$ cat config.mk
export PLATFORM = sky130hd
export DESIGN_NAME = content_addressable_memory_block
export DESIGN_NICKNAME = d
export VERILOG_FILES = /design/src/hw/cam_pkg.sv /design/src/hw/cam_match_encoder.sv /design/src/hw/content_addressable_memory_block.sv
export VERILOG_INCLUDE_DIRS = /design/src /design/src/hw
export SDC_FILE = /design/constraint.sdc
export NUM_CORES = 2
export LEC_CHECK = 0
export ABC_AREA = 1
export BUFFER_PORTS_ARGS = -buffer_cell sky130_fd_sc_hd__buf_2
export CORE_ASPECT_RATIO = 0.7
export CORE_UTILIZATION = 61
export CTS_CLUSTER_SIZE = 28
export DETAILED_ROUTE_END_ITERATION = 8
export PLACE_DENSITY = 0.85
export SLEW_MARGIN = 20
export SYNTH_ARGS = -nofsm -noshare
export SYNTH_HDL_FRONTEND = slang
export SYNTH_HIERARCHICAL = 1
export SYNTH_SLANG_ARGS = --single-unit
$ cat constraint.sdc
create_clock -name ref_clk -period 205.3 [get_ports ref_clk]
set_input_delay 30.795 -clock ref_clk [delete_from_list [all_inputs] [get_ports ref_clk]]
set_output_delay 30.795 -clock ref_clk [all_outputs]
set_load 0.01 [all_outputs]
$ cat src/hw/cam_defines.svh
// Sizes, reset values and timing counts of the content-addressable memory block.
`ifndef CAM_DEFINES_SVH
`define CAM_DEFINES_SVH
`define CAM_WORDS        32
`define CAM_WIDTH        32
`define CAM_ADDR_W       5
`define CAM_HALF         16
`define CAM_CARE_ALL     32'hffffffff
`define CAM_INIT_DATA    1024'h0
`define CAM_INIT_CARE    {32{32'hffffffff}}
`define CAM_WR_CYC_PLAIN 2
`define CAM_WR_CYC_MASK  3
`endif

$ cat src/hw/cam_pkg.sv
// Types shared by the content-addressable memory block.
`include "cam_defines.svh"
package cam_pkg;
	typedef struct packed {
		logic [`CAM_ADDR_W-1:0] addr;
		logic [`CAM_WIDTH-1:0]  data;
		logic [`CAM_WIDTH-1:0]  care;
	} write_req_t;

	typedef enum logic [1:0] {WR_IDLE, WR_LOAD, WR_MASK} write_state_t;
	typedef enum logic {SR_IDLE, SR_UPPER} search_state_t;
endpackage

$ cat src/hw/cam_match_encoder.sv
// Priority encoder turning a match vector into the lowest matching address.
`timescale 1ns/10ps
module cam_match_encoder #(
	parameter int N  = 32,
	parameter int AW = 5
) (
	input  wire logic [N-1:0]  hits,
	output logic      [AW-1:0] index,
	output logic               any
);
	// Scanning downward leaves the lowest hit; with duplicates the answer is only a hint.
	always_comb begin
		index = '0;
		for (int i = N - 1; i >= 0; i--) begin
			if (hits[i]) begin
				index = AW'(i);
			end
		end
		any = |hits;
	end
endmodule

$ cat src/hw/content_addressable_memory_block.sv
// Content-addressable memory: 32 maskable words, encoded or two-cycle unencoded result.
//
// What this block does
// - It stores 32 words of 32 bits and compares a search word against all of them at once.
// - Bits written as don't-care are ignored when a word is tested for a match.
// - The result form, encoded or unencoded, is fixed by a static configuration.
// - In encoded form the result is the binary address of the matching word.
// - In unencoded form 16 match lines show all 32 words over two cycles, both to be sampled.
// - With several matches the encoded result may be wrong but the unencoded lines show each.
// - Words get initial contents at configuration and can be written during operation.
// - A write without don't-care bits takes two cycles; the request is latched, so the writer drives it for one cycle only.
// - A write with don't-care bits takes one cycle more, three in total.
`timescale 1ns/10ps
`include "cam_defines.svh"
module content_addressable_memory_block
	import cam_pkg::*;
#(
	parameter bit                              ENCODED_OUT = 1'b1,
	parameter logic [`CAM_WORDS*`CAM_WIDTH-1:0] INIT_DATA   = `CAM_INIT_DATA,
	parameter logic [`CAM_WORDS*`CAM_WIDTH-1:0] INIT_CARE   = `CAM_INIT_CARE
) (
	input  wire logic                   ref_clk,
	input  wire logic                   rst,
	input  wire logic                   searchValid,
	input  wire logic [`CAM_WIDTH-1:0]  searchData,
	input  wire logic                   writeValid,
	input  wire write_req_t             writeReq,
	output logic                        searchReady,
	output logic                        writeBusy,
	output logic                        matchValid,
	output logic                        matchUpper,
	output logic                        matchFound,
	output logic [`CAM_ADDR_W-1:0]      matchAddr,
	output logic [`CAM_HALF-1:0]        matchLines
);
	// ------------------------------------------------------------
	// Storage and compare
	// ------------------------------------------------------------
	logic [`CAM_WIDTH-1:0] storeData_reg [`CAM_WORDS];
	logic [`CAM_WIDTH-1:0] storeData_next [`CAM_WORDS];
	logic [`CAM_WIDTH-1:0] storeCare_reg [`CAM_WORDS];
	logic [`CAM_WIDTH-1:0] storeCare_next [`CAM_WORDS];
	logic [`CAM_WORDS-1:0] hits;
	logic [`CAM_ADDR_W-1:0] hitIndex;
	logic                   hitAny;

	genvar g;
	generate
		for (g = 0; g < `CAM_WORDS; g++) begin : gen_cmp
			assign hits[g] = ((storeData_reg[g] ^ searchData) & storeCare_reg[g]) == '0;
		end
	endgenerate

	cam_match_encoder #(.N(`CAM_WORDS), .AW(`CAM_ADDR_W)) u_enc (
		.hits  (hits),
		.index (hitIndex),
		.any   (hitAny)
	);

	// ------------------------------------------------------------
	// Write sequencing
	// ------------------------------------------------------------
	write_state_t wrState_reg, wrState_next;
	write_req_t   wrHold_reg, wrHold_next;
	logic         busy_reg, busy_next;
	logic         wrTake;

	assign wrTake = writeValid && wrState_reg == WR_IDLE;

	always_comb begin
		wrState_next   = wrState_reg;
		wrHold_next    = wrHold_reg;
		storeData_next = storeData_reg;
		storeCare_next = storeCare_reg;
		case (wrState_reg)
			WR_IDLE: begin
				if (wrTake) begin
					wrHold_next  = writeReq;
					wrState_next = WR_LOAD;
				end
			end
			WR_LOAD: begin
				// The masked write needs a further cycle to place its care bits.
				if (wrHold_reg.care != `CAM_CARE_ALL) begin
					wrState_next = WR_MASK;
				end else begin
					storeData_next[wrHold_reg.addr] = wrHold_reg.data;
					storeCare_next[wrHold_reg.addr] = wrHold_reg.care;
					wrState_next = WR_IDLE;
				end
			end
			WR_MASK: begin
				storeData_next[wrHold_reg.addr] = wrHold_reg.data;
				storeCare_next[wrHold_reg.addr] = wrHold_reg.care;
				wrState_next = WR_IDLE;
			end
			default: wrState_next = WR_IDLE;
		endcase
		busy_next = wrState_next != WR_IDLE;
	end

	always_ff @(posedge ref_clk or posedge rst) begin
		if (rst) begin
			wrState_reg <= WR_IDLE;
			wrHold_reg  <= '0;
			busy_reg    <= 1'b0;
			for (int i = 0; i < `CAM_WORDS; i++) begin
				storeData_reg[i] <= INIT_DATA[i*`CAM_WIDTH +: `CAM_WIDTH];
				storeCare_reg[i] <= INIT_CARE[i*`CAM_WIDTH +: `CAM_WIDTH];
			end
		end else begin
			wrState_reg   <= wrState_next;
			wrHold_reg    <= wrHold_next;
			busy_reg      <= busy_next;
			storeData_reg <= storeData_next;
			storeCare_reg <= storeCare_next;
		end
	end

	// ------------------------------------------------------------
	// Search and result
	// ------------------------------------------------------------
	search_state_t           srState_reg, srState_next;
	logic [`CAM_HALF-1:0]    upperHold_reg, upperHold_next;
	logic                    valid_reg, valid_next;
	logic                    upper_reg, upper_next;
	logic                    found_reg, found_next;
	logic [`CAM_ADDR_W-1:0]  addr_reg, addr_next;
	logic [`CAM_HALF-1:0]    lines_reg, lines_next;
	logic                    ready_reg, ready_next;
	logic                    srTake;

	// Searching while a word is half written would compare against stale contents.
	assign srTake = searchValid && ready_reg;

	always_comb begin
		srState_next   = SR_IDLE;
		upperHold_next = upperHold_reg;
		valid_next     = 1'b0;
		upper_next     = 1'b0;
		found_next     = found_reg;
		addr_next      = addr_reg;
		lines_next     = '0;
		case (srState_reg)
			SR_IDLE: begin
				if (srTake) begin
					valid_next = 1'b1;
					found_next = hitAny;
					if (ENCODED_OUT) begin
						addr_next = hitIndex;
					end else begin
						lines_next     = hits[`CAM_HALF-1:0];
						upperHold_next = hits[`CAM_WORDS-1:`CAM_HALF];
						srState_next   = SR_UPPER;
					end
				end
			end
			SR_UPPER: begin
				valid_next = 1'b1;
				upper_next = 1'b1;
				lines_next = upperHold_reg;
			end
			default: srState_next = SR_IDLE;
		endcase
		ready_next = srState_next == SR_IDLE && wrState_next == WR_IDLE && !wrTake;
	end

	always_ff @(posedge ref_clk or posedge rst) begin
		if (rst) begin
			srState_reg   <= SR_IDLE;
			upperHold_reg <= '0;
			valid_reg     <= 1'b0;
			upper_reg     <= 1'b0;
			found_reg     <= 1'b0;
			addr_reg      <= '0;
			lines_reg     <= '0;
			ready_reg     <= 1'b0;
		end else begin
			srState_reg   <= srState_next;
			upperHold_reg <= upperHold_next;
			valid_reg     <= valid_next;
			upper_reg     <= upper_next;
			found_reg     <= found_next;
			addr_reg      <= addr_next;
			lines_reg     <= lines_next;
			ready_reg     <= ready_next;
		end
	end

	assign searchReady = ready_reg;
	assign writeBusy   = busy_reg;
	assign matchValid  = valid_reg;
	assign matchUpper  = upper_reg;
	assign matchFound  = found_reg;
	assign matchAddr   = addr_reg;
	assign matchLines  = lines_reg;
endmodule

==> impl_metrics.ini <==
[pwr]
powerDensity_mw_per_mm2 = 13.0
power.leakage_nw = 55.6
ir_drop_uv = 10.0

[worst_hold_path]
worstHoldStart = storeCare_reg[551]$_DFFE_PP1P_
hold_end = storeCare_reg[551]$_DFFE_PP1P_
min_path_type = reg -> reg
min_path_cells = 2

[run]
maxCapViolCount = 0

[setup_path]
required_ps = 206200
cp-start-kind = input port
timing.rr.start = wrHold_reg[0]$_DFFE_PP0P_
cp_max_fo = 133
critPathSlowestCell = buf_4
cp_top_family = buffers and inverters
rr_endpoint = storeCare_reg[248]$_DFFE_PP1P_
critical_path_arrival_ps = 36020
critPathBufInv = 8
crit_chain = buf_2 -> inv_8 -> buf_4 -> buf_4 -> buf_4 -> buf_4 -> buf_12 -> buf_16
cp-end-kind = async pin
critPathMaxStageDelay_ps = 890
critPathMostFrequentCell = buf_4
crit_type = in -> async
reg2reg_setup_slack_ps = 198200
ff2ff_path_depth = 14

[sta]
setup_tns_ps = 0
fin_ws_ps = 170190
setup-violations-final = 0
rsz0062_at_grt = no
maxClockFrequency_mhz = 28.5
fin_crit_ps = 35110
slew_viol_final = 0
hold_violations = 0
post-route-period-util_pct = 17.1
max_slew_margin_pct = 15.3
worst_pin_slew_ps = 1270
finClkSkew_ps = 44.0

[layout]
layout-drive-gt1-share_pct = 20.1
area_delta_synth_final_pct = 6.65
nFillCells = 13100
layout_common_cells = 5,535 x nand2_1, 2,898 x nand3_1, 1,041 x dfrtp_1, 1,024 x dfstp_2, 775 x or2_2
final_nets = 12800
layout_commonest_cell = nand2_1

[synth]
synth_top_area_cell = dfrtp_1
synth_warnings = 6
synth_edf_count = 0
synthTopCellsByArea = dfrtp_1 26%, dfstp_2 26%, nand2_1 20%
ys_ff_latch = 2128
synth_seq_area_share_pct = 52.0
synthFlopType = dfrtp_1
syn_avg_cell_area_um2 = 7.89
yosysTopAreaCellShare_pct = 26.3
async_flop_share_pct = 100
synth_cells = 13300
yosys.cell_types.count = 32
synth_area_mm2 = 0.105

[clocking]
hold_buffers = 0
clockBufferDepth = 3
h-tree-depth = 4
cts_root_buf = clkbuf_16
cts_made_buffers = 198
clkSinkCount = 2128
post-cts-setup-buffers = 0
cts_tree = done
clk_latency_ps = 870
ctsResizeCount = 0
path_clk_slew_ps = 60

[die]
rows = 126
start_util_pct = 61.8
die_area_mm2 = 0.174
ios = 131
core_area_mm2 = 0.170
dieHeight_um = 349
die_w_um = 498

[placement]
dp_hpwl_mm = 202
portBuffers = 113
gp_congestion = 0.993
post-place-ws_ps = 168790

[detailed_routing]
drcViolationCount = 3
dr.pass1.iters = 9
wl_per_cell_um = 23.5
ant_nets = 0
via_per_inst = 6.32
vias = 95700
first_iter_violations = 15900
totalWireLength_mm = 356

[status]
failed_checks = DRC
status = finished with violations

[global_route]
grt_pass1_vias = 90300
grt_pass1_wl_mm = 534
grt_usage_pct = 40.4
overflow = 0
antenna_found_initial = 12
grt_max_degree = 240
## worst min-delay path: stages, from the launching register on
cell	delay, ps
dfstp_2	370
nand2_1	50
nand2_1	40
## cell families after synthesis
kind of cell	Yosys count	synth area share, %
AND/OR/NAND/NOR	9720	40.8
flip-flops	2128	52.0
buffers and inverters	1251	5.57
XOR/XNOR	185	1.54
AO/OA/AOI/OAI	15	0.0895
other	1	0.00358
## worst max path at each step
| stage | endpoint | cells after the start | from | slack [ps] |
|---|---|---|---|---|
| 2_1_floorplan | matchAddr[0]$_DFFE_PP0P_ | 1 | rst | 116080 |
| 3_3_place_gp | wrHold_reg[52]$_DFFE_PP0P_ | 7 | rst | 169000 |
| 3_5_place_dp | wrHold_reg[48]$_DFFE_PP0P_ | 7 | rst | 168790 |
| 4_1_cts | wrHold_reg[48]$_DFFE_PP0P_ | 7 | rst | 169690 |
| 5_1_grt | storeData_reg[637]$_DFFE_PP0P_ | 8 | rst | 169570 |
| 6_report | storeData_reg[380]$_DFFE_PP0P_ | 8 | rst | 170190 |
## per-stage QoR
stage          hold WS, ps  utilization [%]  cells  power [mW]  area (µm²)
2_1_floorplan          443                -  13300       0.882      105000
3_3_place_gp           449             61.9  14700        1.01      105000
3_5_place_dp           452             61.9  14700        1.04      105000
4_1_cts                462             65.9  15100        1.42      112000
5_1_grt                469             65.9  15100        1.50      112000
6_report               461             65.9  15100        1.45      112000
## power by group
part | switching (mW) | internal [mW]
sequential | 0.0837 | 0.566
combinational | 0.297 | 0.117
clock | 0.170 | 0.218
total | 0.551 | 0.900
## cell usage after synthesis, types with 2 or more instances
cell      instances
inv_1           108
nor2_1          218
a21oi_1           2
clkbuf_2         30
dfrtp_1        1104
nor3_1            2
bufinv_8          2
nand2_2          33
dfstp_2        1024
buf_2           279
nand3_1        2899
clkbuf_1        640
buf_6            18
xor2_1          185
buf_1            10
inv_2             4
nand4_1         256
nor4_1            2
o21ai_0           5
buf_4           159
or2_2           775
nand2_1        5535
## layer usage
layer,vias to the layer above,part of all wire (%),routed length (µm),global-route usage [%]
met4,6,6.8,24200,22.8
met3,1584,16,57900,15.8
met1,45800,36,127000,52.6
met2,6989,41,147000,57.5
met5,-,0.016,57,0
li1,41300,-,-,-
## layout make-up
class,instances,area (µm²),area share [%]
well taps,2240,2800,2.51
repair buffers,330,2330,2.08
clock inverters,67,694,0.621
diodes,8,20.0,0.0179
inverters,115,467,0.417
multi-input cells,9937,44900,40.1
flip-flops and latches,2128,54600,48.8
clock buffers,308,6070,5.43
Note: power is estimated with default switching activity, not from simulation.
